**src/pnc_pkg.sv**
```systemverilog
// Package of types, constants and helper functions for the peak noise canceller.
// Notes on behaviour
// - Highpass the audio stream and compare its magnitude with the core threshold.
// - A highpass magnitude above threshold triggers a sample replacement run.
// - Remove the 19 kHz pilot before the detection highpass.
// - Delay audio by a programmable amount so replacement hits the peak.
// - Replace corrupted samples by the mean of clean neighbours; pass others unchanged.
// - Each trigger replaces a run of zero to fifteen samples, four-bit setting.
// - Detection, delay and replacement all step at the 228 kHz sample rate.
`default_nettype none

package pnc_pkg;

  // ==========================================================================
  // Widths and depths
  localparam int SMP_W     = 16;
  localparam int DLY_W     = 5;
  localparam int DEPTH     = 32;
  localparam int RUN_W     = 4;
  localparam int NOTCH_LAG = 6;

  // ==========================================================================
  // Timing
  localparam int CLK_HZ        = 25000000;
  localparam int SMP_RATE_HZ   = 228000;
  localparam int PILOT_HZ      = 19000;
  // Clock cycles between two samples at the nominal rate (rounded down).
  localparam int SMP_PERIOD_CYC = CLK_HZ / SMP_RATE_HZ;

  // ==========================================================================
  // Reset values
  localparam logic [SMP_W-1:0] SMP_RST = 16'h0000;
  localparam logic [RUN_W-1:0] CNT_RST = 4'h0;

  // ==========================================================================
  // Carriers
  typedef struct packed {
    logic                    valid;
    logic signed [SMP_W-1:0] data;
  } pnc_sample_type;

  typedef struct packed {
    logic [SMP_W-1:0] threshold;
    logic [DLY_W-1:0] delay;
    logic [RUN_W-1:0] run_len;
  } pnc_cfg_type;

  // ==========================================================================
  // Arithmetic helpers
  function automatic logic [SMP_W+1:0] pnc_abs(input logic signed [SMP_W+1:0] v);
    pnc_abs = v[SMP_W+1] ? $unsigned(-v) : $unsigned(v);
  endfunction : pnc_abs

  function automatic logic signed [SMP_W-1:0] pnc_mean(input logic signed [SMP_W-1:0] a,
                                                       input logic signed [SMP_W-1:0] b);
    logic signed [SMP_W:0] s;
    s = {a[SMP_W-1], a} + {b[SMP_W-1], b};
    pnc_mean = s[SMP_W:1];
  endfunction : pnc_mean

endpackage : pnc_pkg

`default_nettype wire

```
**src/pnc_detect.sv**
```systemverilog
// Pilot notch, highpass and threshold detector of the peak noise canceller.
`timescale 1ns/1ps
`default_nettype none

module pnc_detect
  import pnc_pkg::*;
(
  input  wire logic           clock,
  input  wire logic           rst_n,
  input  wire pnc_sample_type in_smp,
  input  wire logic [SMP_W-1:0] threshold,
  output var  logic           hit_r
);

  // ==========================================================================
  // Pilot notch
  logic signed [SMP_W-1:0] lag_r [NOTCH_LAG];
  logic signed [SMP_W:0]   notch_r;
  logic signed [SMP_W:0]   notch_nxt;
  logic signed [SMP_W+1:0] hp_nxt;
  logic [SMP_W+1:0]        mag_r;
  logic                    chk_r;
  wire  logic              over_thr;

  // pilot comb notch
  // Adding the sample six steps back is half a pilot period at 228 kHz, so
  // 19 kHz and its odd harmonics cancel before the highpass sees them.
  assign notch_nxt = {in_smp.data[SMP_W-1], in_smp.data}
                   + {lag_r[NOTCH_LAG-1][SMP_W-1], lag_r[NOTCH_LAG-1]};
  assign hp_nxt    = {notch_nxt[SMP_W], notch_nxt} - {notch_r[SMP_W], notch_r};
  assign over_thr  = mag_r > {2'b00, threshold};

  always_ff @(posedge clock or negedge rst_n) begin
    if (!rst_n) begin
      for (int i = 0; i < NOTCH_LAG; i++) begin
        lag_r[i] <= SMP_RST;
      end
      notch_r <= '0;
      mag_r   <= '0;
      chk_r   <= 1'b0;
      hit_r   <= 1'b0;
    end else begin
      chk_r <= in_smp.valid;
      hit_r <= chk_r & over_thr;
      if (in_smp.valid) begin
        lag_r[0] <= in_smp.data;
        for (int i = 1; i < NOTCH_LAG; i++) begin
          lag_r[i] <= lag_r[i-1];
        end
        notch_r <= notch_nxt;
        mag_r   <= pnc_abs(hp_nxt);
      end
    end
  end
endmodule : pnc_detect

`default_nettype wire

```
**src/pnc_top.sv**
```systemverilog
// Top of the peak noise canceller: audio delay line and replacement run logic.
`timescale 1ns/1ps
`default_nettype none

module pnc_top
  import pnc_pkg::*;
(
  input  wire logic           clock,
  input  wire logic           rst_n,
  input  wire pnc_sample_type in_smp,
  input  wire pnc_cfg_type    cfg,
  output var  pnc_sample_type out_smp_r,
  output var  logic           trigger_r,
  output var  logic           run_busy_r
);

  // ==========================================================================
  // Detector
  logic det_hit;

  pnc_detect u_detect (
    .clock     (clock),
    .rst_n     (rst_n),
    .in_smp    (in_smp),
    .threshold (cfg.threshold),
    .hit_r     (det_hit)
  );

  // ==========================================================================
  // Audio delay line and run state
  logic signed [SMP_W-1:0] line_r [DEPTH];
  logic                    mark_r [DEPTH];
  logic signed [SMP_W-1:0] before_r;
  logic signed [SMP_W-1:0] after_r;
  logic [RUN_W-1:0]        cnt_r;
  logic [RUN_W-1:0]        cnt_nxt;

  wire logic                    in_run;
  wire logic                    start_run;
  wire logic                    replace;
  wire logic signed [DLY_W:0]   idx_diff;
  wire logic [DLY_W-1:0]        after_idx;
  wire logic signed [SMP_W-1:0] tap;
  wire logic signed [SMP_W-1:0] after_cur;
  wire logic signed [SMP_W-1:0] mean_val;

  assign in_run    = cnt_r != CNT_RST;
  assign tap       = line_r[cfg.delay];
  // zero length means no run
  // A run starts when the marked peak sample reaches the tap, so the peak
  // itself is the first sample replaced.
  assign start_run = in_smp.valid && mark_r[cfg.delay] && (cfg.run_len != CNT_RST);
  assign replace   = in_smp.valid && (start_run || in_run);
  // first clean sample after the run
  // The sample just past the run sits run_len places newer than the tap.
  // If the delay is shorter than the run it is not yet in the line, so the
  // newest sample stands in; delay should be set no lower than run_len.
  assign idx_diff  = $signed({1'b0, cfg.delay}) - $signed({2'b00, cfg.run_len});
  assign after_idx = idx_diff[DLY_W] ? '0 : idx_diff[DLY_W-1:0];
  assign after_cur = start_run ? line_r[after_idx] : after_r;
  assign mean_val  = pnc_mean(before_r, after_cur);

  // retrigger restarts count
  // The starting sample is replaced at once, so the count holds the rest.
  assign cnt_nxt = start_run ? cfg.run_len - 4'h1 :
                   (in_smp.valid && in_run) ? cnt_r - 4'h1 : cnt_r;

  always_ff @(posedge clock or negedge rst_n) begin
    if (!rst_n) begin
      for (int i = 0; i < DEPTH; i++) begin
        line_r[i] <= SMP_RST;
      end
    end else if (in_smp.valid) begin
      line_r[0] <= in_smp.data;
      for (int i = 1; i < DEPTH; i++) begin
        line_r[i] <= line_r[i-1];
      end
    end
  end

  // mark triggered sample
  // A hit belongs to the newest sample; if the next sample arrives in the
  // same cycle, the marked one has already moved one place down the line.
  always_ff @(posedge clock or negedge rst_n) begin
    if (!rst_n) begin
      for (int i = 0; i < DEPTH; i++) begin
        mark_r[i] <= 1'b0;
      end
    end else if (in_smp.valid) begin
      mark_r[0] <= 1'b0;
      mark_r[1] <= mark_r[0] | det_hit;
      for (int i = 2; i < DEPTH; i++) begin
        mark_r[i] <= mark_r[i-1];
      end
    end else if (det_hit) begin
      mark_r[0] <= 1'b1;
    end
  end

  always_ff @(posedge clock or negedge rst_n) begin
    if (!rst_n) begin
      cnt_r      <= CNT_RST;
      run_busy_r <= 1'b0;
      trigger_r  <= 1'b0;
    end else begin
      cnt_r      <= cnt_nxt;
      run_busy_r <= cnt_nxt != CNT_RST;
      trigger_r  <= det_hit;
    end
  end

  always_ff @(posedge clock or negedge rst_n) begin
    if (!rst_n) begin
      before_r <= SMP_RST;
      after_r  <= SMP_RST;
    end else begin
      if (start_run) begin
        after_r <= after_cur;
      end
      if (in_smp.valid && !replace) begin
        before_r <= tap;
      end
    end
  end

  always_ff @(posedge clock or negedge rst_n) begin
    if (!rst_n) begin
      out_smp_r <= '0;
    end else begin
      out_smp_r.valid <= in_smp.valid;
      if (in_smp.valid) begin
        out_smp_r.data <= replace ? mean_val : tap;
      end
    end
  end
endmodule : pnc_top

`default_nettype wire

```
**config.mk**
```make
export PLATFORM = sky130hd
export DESIGN_NAME = pnc_top
export DESIGN_NICKNAME = d
export VERILOG_FILES = /design/src/pnc_pkg.sv /design/src/pnc_detect.sv /design/src/pnc_top.sv
export SDC_FILE = /design/constraint.sdc
export NUM_CORES = 1
export LEC_CHECK = 0
export ABC_AREA = 1
export BUFFER_PORTS_ARGS = -buffer_cell sky130_fd_sc_hd__buf_2
export CAP_MARGIN = 20
export CORE_ASPECT_RATIO = 1.1
export CORE_MARGIN = 5
export CORE_UTILIZATION = 55
export DETAILED_ROUTE_END_ITERATION = 10
export PLACE_DENSITY = 0.74
export SLEW_MARGIN = 20
export SYNTH_ARGS = -nofsm -noshare
export SYNTH_HDL_FRONTEND = slang
export SYNTH_SLANG_ARGS = --single-unit
```
**constraint.sdc**
```tcl
create_clock -name clock -period 4.9 [get_ports clock]
set_clock_uncertainty 0.05 [all_clocks]
set_input_delay 1.225 -clock clock [delete_from_list [all_inputs] [get_ports clock]]
set_output_delay 1.225 -clock clock [all_outputs]
set_load 0.01 [all_outputs]
```
==> After elaboration in Yosys (flattened, before gate mapping) <==
Cells that the tools add are included.
{ "word_totals": {"latchBits": 0, "elab_cells": 116, "out_inout_bits": 19, "mem_bits_ro": 0, "register_bits": 635, "n_memories": 0, "mem_bits_rw": 0, "input_bits": 44} }
{ "classes": {"n_reduce_logical": 11, "order_cmp": 3, "multipliers": 0, "shift": 0, "muxes": 17, "bitwise_logic": 4, "eq_ne": 0, "div": 0, "n_addsub": 7} }
{ "op_table": {"columns": ["operator", "count"], "rows": [
  ["$bmux 16 s5", 2],
  ["$mux 16", 6],
  ["$add 16x16->17", 2],
  ["$gt 18x16->1", 1],
  ["$mux 18", 1],
  ["$neg 18->18", 1],
  ["$sub 17x17->18", 1],
  ["$ge 6x6->1 const B", 2],
  ["$not 5->6", 2],
  ["$reduce_bool 4->1", 3],
  ["$mux 4", 2],
  ["$sub 4x1->4 const B", 2],
  ["$sub 5x4->6", 1],
  ["$bmux 1 s5", 1],
  ["$logic_and 1x1->1", 5],
  ["$mux 5", 1],
  ["$mux 1", 4],
  ["$reduce_bool 2->1", 1],
  ["$and 1x1->1", 1],
  ["$logic_not 1->1", 1],
  ["$logic_or 1x1->1", 1],
  ["$or 1x1->1", 1]
]} }

==> Longest topological paths before layout <==
{ "depth": {"depth_word": 10, "ltp_mapped": 40, "ltp_nobuf": 35} }

==> By module <==
Synthesis repeated with hierarchy kept, for this count alone.
{ "hier_totals": {"hier_cells": 5177, "area_unflattened_um2": 40019.6} }
{ "modules_own_cells": {"columns": ["module", "n_inst", "cells_each", "seq_area_each_um2", "area_each_um2"], "rows": [
  ["pnc_top", 1, 4146, 14989.4, 32286.0],
  ["pnc_detect", 1, 1031, 3328.2, 7733.7]
]} }

==> Least setup slack after synthesis <==
OpenSTA, ideal clock, no wires.
{ "synth_timing": {"path_kind": "input-to-reg", "startpoint": "input cfg[4] (netlist bit)", "endpoint": "register out_smp_r[15] (netlist bit)", "n_path_buf": 6, "slack_ns": -1.084, "setup_time_ns": 0.129, "required_time_ns": 4.721, "cell_stages": 33, "t_arrival_ns": 5.805, "path_cell_list": "buf_4 -> inv_2 -> buf_2 -> buf_2 -> clkbuf_1 -> ha_1 -> fa_1 -> xnor2_1 -> nand2_4 -> inv_2 -> buf_4 -> buf_2 -> a221oi_1 -> o311ai_1 -> a21oi_1 -> o31ai_1 -> fa_1 -> nand2_1 -> nand2_1 -> a21oi_1 -> o21ai_1 -> a21oi_1 -> o21ai_1 -> inv_1 -> o21a_1 -> o21ai_1 -> nand3_1 -> nand2_1 -> nand3_1 -> nand2_1 -> nand2_1 -> nand2_1 -> nand3_1"} }
{ "synth_via": {"elab_chain_cells": 9, "elab_cells_between_ends": 20, "classes_between": "2 x add/sub; 12 x mux; 2 x bitwise; 4 x reduce/logical"} }
{ "synth_rtl": {"columns": ["item", "line_no", "text"], "rows": [
  ["start: declaration", "pnc_top.sv:11", "input wire pnc_cfg_type cfg,"],
  ["$sub 5x4->6 / $not 5->6 (equally long branches)", "pnc_top.sv:58, pnc_top.sv:52", null],
  ["$mux 5 / $bmux 1 s5 (equally long branches)", "pnc_top.sv:59, pnc_top.sv:52", null],
  ["$not 5->6 (not written as such) / $mux 1 (equally long branches)", "pnc_top.sv:60, pnc_top.sv:52", null],
  ["$bmux 16 s5 / $mux 1 (equally long branches)", "pnc_top.sv:60, pnc_top.sv:52", null],
  ["$mux 16 (not written as such) / $logic_and 1x1->1 (equally long branches) (2 in a row)", "pnc_top.sv:60, pnc_top.sv:52", null],
  ["$mux 16 (*)", "pnc_top.sv:60", "assign after_cur = start_run ? line_r[after_idx] : after_r;"],
  ["named net after_cur[1]", "pnc_top.sv:44", "wire logic signed [SMP_W-1:0] after_cur;"],
  ["$add 16x16->17 (*)", "pnc_pkg.sv:57", "s = {a[SMP_W-1], a} + {b[SMP_W-1], b};"],
  ["$mux 16 (*)", "pnc_top.sv:132", "out_smp_r.data <= replace ? mean_val : tap;"],
  ["end: declaration", "pnc_top.sv:12", "output var pnc_sample_type out_smp_r,"]
]} }
Mark *: on every way through the listed nets, which the timed path passes. The rest lies on a longest branch. The select of a mux whose other input is x is not followed.
A chain may end at the register's enable or synchronous reset.

==> Worst setup path after layout <==
{ "layout_timing": {"startpoint": "input cfg[1] (netlist bit)", "endpoint": "register after_r[1]"} }
{ "layout_via": {"elab_chain_cells": 7, "elab_cells_between_ends": 9, "classes_between": "1 x add/sub; 5 x mux; 1 x bitwise; 2 x reduce/logical"} }
{ "layout_rtl": {"columns": ["item", "line_no", "text"], "rows": [
  ["$sub 5x4->6", "pnc_top.sv:58", "assign idx_diff = $signed({1'b0, cfg.delay}) - $signed({2'b00, cfg.run_len});"],
  ["$mux 5", "pnc_top.sv:59", "assign after_idx = idx_diff[DLY_W] ? '0 : idx_diff[DLY_W-1:0];"],
  ["$not 5->6 (not written as such)", "pnc_top.sv:60", null],
  ["$bmux 16 s5", "pnc_top.sv:60", null],
  ["$mux 16 (not written as such) (2 in a row)", "pnc_top.sv:60", null],
  ["$mux 16", "pnc_top.sv:60", null],
  ["end signal: assignment", "pnc_top.sv:118", "after_r <= after_cur;"],
  ["end: declaration", "pnc_top.sv:34", "logic signed [SMP_W-1:0] after_r;"]
]} }
Parallel ways exist; a longest one is shown, timed or not. The select of a mux whose other input is x is not followed.

==> metrics.yaml <==
global_route:
  antenna_found_initial: 3
  grt_pass1_wl_mm: 174.6
  overflow: 0
  grt_pass1_vias: 32571
  grt_max_degree: 271
  grt.total_usage: 0.3028
detailed_routing:
  routed_wl_mm: 110.1
  dr.pass1.iters: 6
  detail_route.wl_per_cell_microns: 19.43
  vias: 34337
  drc: 0
  antenna_left: 0
  routed_via_density: 6.059
  drt_iter0_markers: 4020
critical_path:
  worstPathMaxFanout: 8
  cp_common_cell: "buf_4"
  criticalPathCategory: "in -> reg"
  endpoint_kind: "flip-flop"
  startpoint: "cfg[1]"
  timing.rr.end: "u_detect.mag_r[12]"
  slowest_delay_ns: 0.35
  worstSetupStartpointType: "input pin"
  reg2reg_slack_ns: 0.54
  r2r-start: "line_r[416]"
  cp-endpoint: "after_r[1]"
  required_ns: 5.37
  crit_slowest_cell: "o311ai_2"
  arrival_ns: 5.37
  r2r_cells: 30
floorplanning:
  die_h_microns: 277.7
  die_area_sq_mm: 0.07035
  fp.dieW_microns: 253.3
  fp.coreArea_sq_mm: 0.06474
  initial_utilization: 0.5534
  io_pins: 63
  row_count: 98
power:
  p_leak_nw: 18.88
  p_total_w: 0.01965
  seq_power_share: 0.362
  switching_share: 0.3646
  clkPwrFrac: 0.279
  power_frac_comb: 0.360
  switching_power_w: 0.007164
  ir_worst_vdd_mv: 0.3509
  power_density_mw_per_mm2: 470.5
  internal-power_w: 0.01249
logic_synthesis:
  ys_types: 54
  synth_top_area_frac: 0.4435
  ys_ff_latch: 635
  synth_area_per_cell_sq_um: 7.698
  synth_flop_cell: "dfrtp_1"
  yosysTopAreaCell: "dfrtp_1"
  yosysWarnings: 0
  yosysSeqAreaShare: 0.4435
  async_flop_share: 1.000
  syn_area_sq_mm: 0.03583
  synth_area_leaders: "dfrtp_1 (44%), o21ai_0 (13%), nand2_1 (9.7%), inv_1 (5.1%), a21oi_1 (4.2%)"
  synth_cells: 4654
  synth_fp_nets: 4773
  synth_enable_flop_cells: 0
clocking:
  cts.sink_count: 635
  cts_tree: "done"
  clockRootBuffer: "clkbuf_16"
  cts_buffers: 69
  cts-htree-levels: 3
  clock_latency_ns: 0.61
  max-clock-path-buffers: 3
  hold_buffers: 0
  clk_pin_slew_ns: 0.06
timing:
  fmax_mhz: 204.4
  slew_viol_final: 0
  period_needed_ns: 4.891
  finalHoldViolations: 0
  period_share: 0.9982
  setup_violations: 0
  worst_pin_slew_ns: 1.126
  slew_headroom: 0.2493
  holdWs_ns: 0.3483
  rsz0062_at_grt: "yes"
placement:
  place_congestion: 0.9160
  place_hpwl_mm: 67.74
  port-buffer-count: 62
final_layout:
  nNetsFinal: 4880
  drive_gt1_frac: 0.1306
  final_common_cell: "o21ai_0"
  final_cell_mix: "o21ai_0 (924), nand2_1 (916), dfrtp_1 (635)"
  layout-area-overhead-vs-synth_pct: 16.59
flow_run:
  drv_cap: 0
status:
  outcome: "finished, final reports clean"
hold_path:
  hold_path.class: "reg -> reg"
==> cell type report <==
cell class / instances / area, sq um
Fill cell: 5492 / 22970
Multi-Input combinational cell: 3158 / 17060
Sequential cell: 635 / 15890
Timing Repair Buffer: 394 / 3457
Clock buffer: 96 / 2009
Inverter: 503 / 1928
Tap cell: 850 / 1064
Clock inverter: 29 / 352.8
Antenna cell: 2 / 5.005
==> cell families (layout without fill, tap and decap cells) <==
family / count (synthesis) / after routing / share of synthesized area
other cells: 0 / 2 / 0
xor+xnor: 44 / 44 / 0.01139
flops: 635 / 635 / 0.4435
buf+inv: 862 / 1022 / 0.09360
simple gates: 1387 / 1388 / 0.1573
compound gates: 1651 / 1651 / 0.2671
fa+ha+maj: 75 / 75 / 0.02703
==> cell usage after synthesis (5+ instances only) <==
library cell	number
a21oi_1	304
nand3_1	223
buf_2	46
clkbuf_1	274
nand2_1	925
o311ai_0	13
o221ai_1	62
nand2_2	6
xnor2_1	8
o211ai_1	87
buf_1	26
o31ai_1	31
o21ai_1	24
a31oi_1	6
o21ai_0	928
inv_2	10
dfrtp_1	635
ha_1	71
nor2_1	192
a221oi_1	120
xor2_1	33
nor3_1	12
buf_4	10
o2111ai_1	5
inv_1	491
o311ai_1	47
==> repair_timing <==
item | CTS | global route
endpoints found under the setup margin | 3 | 26
gates cloned | 0 | 5
buffers inserted | 20 | 18
pin swaps | 7 | 48
resized for setup | 7 | 103
==> metrics by stage <==
step / setup TNS [ns] / worst slack (ns) / area [sq um] / util / std cells
floorplan: -2.781 / -0.6938 / 36010 / - / 4654
global placement: -9.805 / -0.7673 / 38510 / 0.5948 / 5498
detailed placement: -11.12 / -0.7723 / 38510 / 0.5948 / 5498
CTS: 0 / 0.00004885 / 41040 / 0.6339 / 5642
global route: -0.2262 / -0.07181 / 41760 / 0.6451 / 5665
finish: 0 / 0.008724 / 41770 / 0.6452 / 5667
==> worst max-delay path: cells and delay by family <==
kind                       cells  cell delay [ns]
buffers and inverters         21             2.52
and+or+nand+nor                5             0.55
adders and majority gates      1             0.29
AOI/OAI and AO/OA              4             0.73
==> sequential cells by signal (all words and copies together) (netlist names) <==
signal	flops
trigger_r	1
u_detect.chk_r	1
cnt_r	4
out_smp_r	16
run_busy_r	1
u_detect.hit_r	1
u_detect.mag_r	18
u_detect.lag_r	16
before_r	16
mark_r	32
after_r	16
u_detect.notch_r	17
line_r	496
==> worst min-delay path by stage <==
stage	startpoint	endpoint	slack [ns]	cells past startpoint
6_report	u_detect.hit_r	trigger_r	0.35	0
5_1_grt	u_detect.hit_r	trigger_r	0.36	0
4_1_cts	u_detect.hit_r	trigger_r	0.35	0
3_5_place_dp	u_detect.hit_r	trigger_r	0.33	0
3_3_place_gp	u_detect.hit_r	trigger_r	0.33	0
2_1_floorplan	u_detect.hit_r	trigger_r	0.30	0
==> layer usage <==
metal	GRT usage	vias to the layer above	wire (microns)
met5	0	-	0
met4	0.1351	0	5240
met3	0.05823	339	10760
met2	0.4692	1661	49780
met1	0.4160	16223	44350
li1	-	16114	-
==> power by group through the flow <==
| stage | registers, W | logic (W) | clock network (W) |
|---|---|---|---|
| floorplan | 0.00688 | 0.00421 | 0 |
| global placement | 0.00713 | 0.00639 | 0 |
| detailed placement | 0.00714 | 0.00655 | 0 |
| CTS | 0.00707 | 0.00668 | 0.00554 |
| global route | 0.00723 | 0.00785 | 0.00577 |
| finish | 0.00711 | 0.00707 | 0.00548 |
Note: power is estimated with default switching activity, not from simulation.
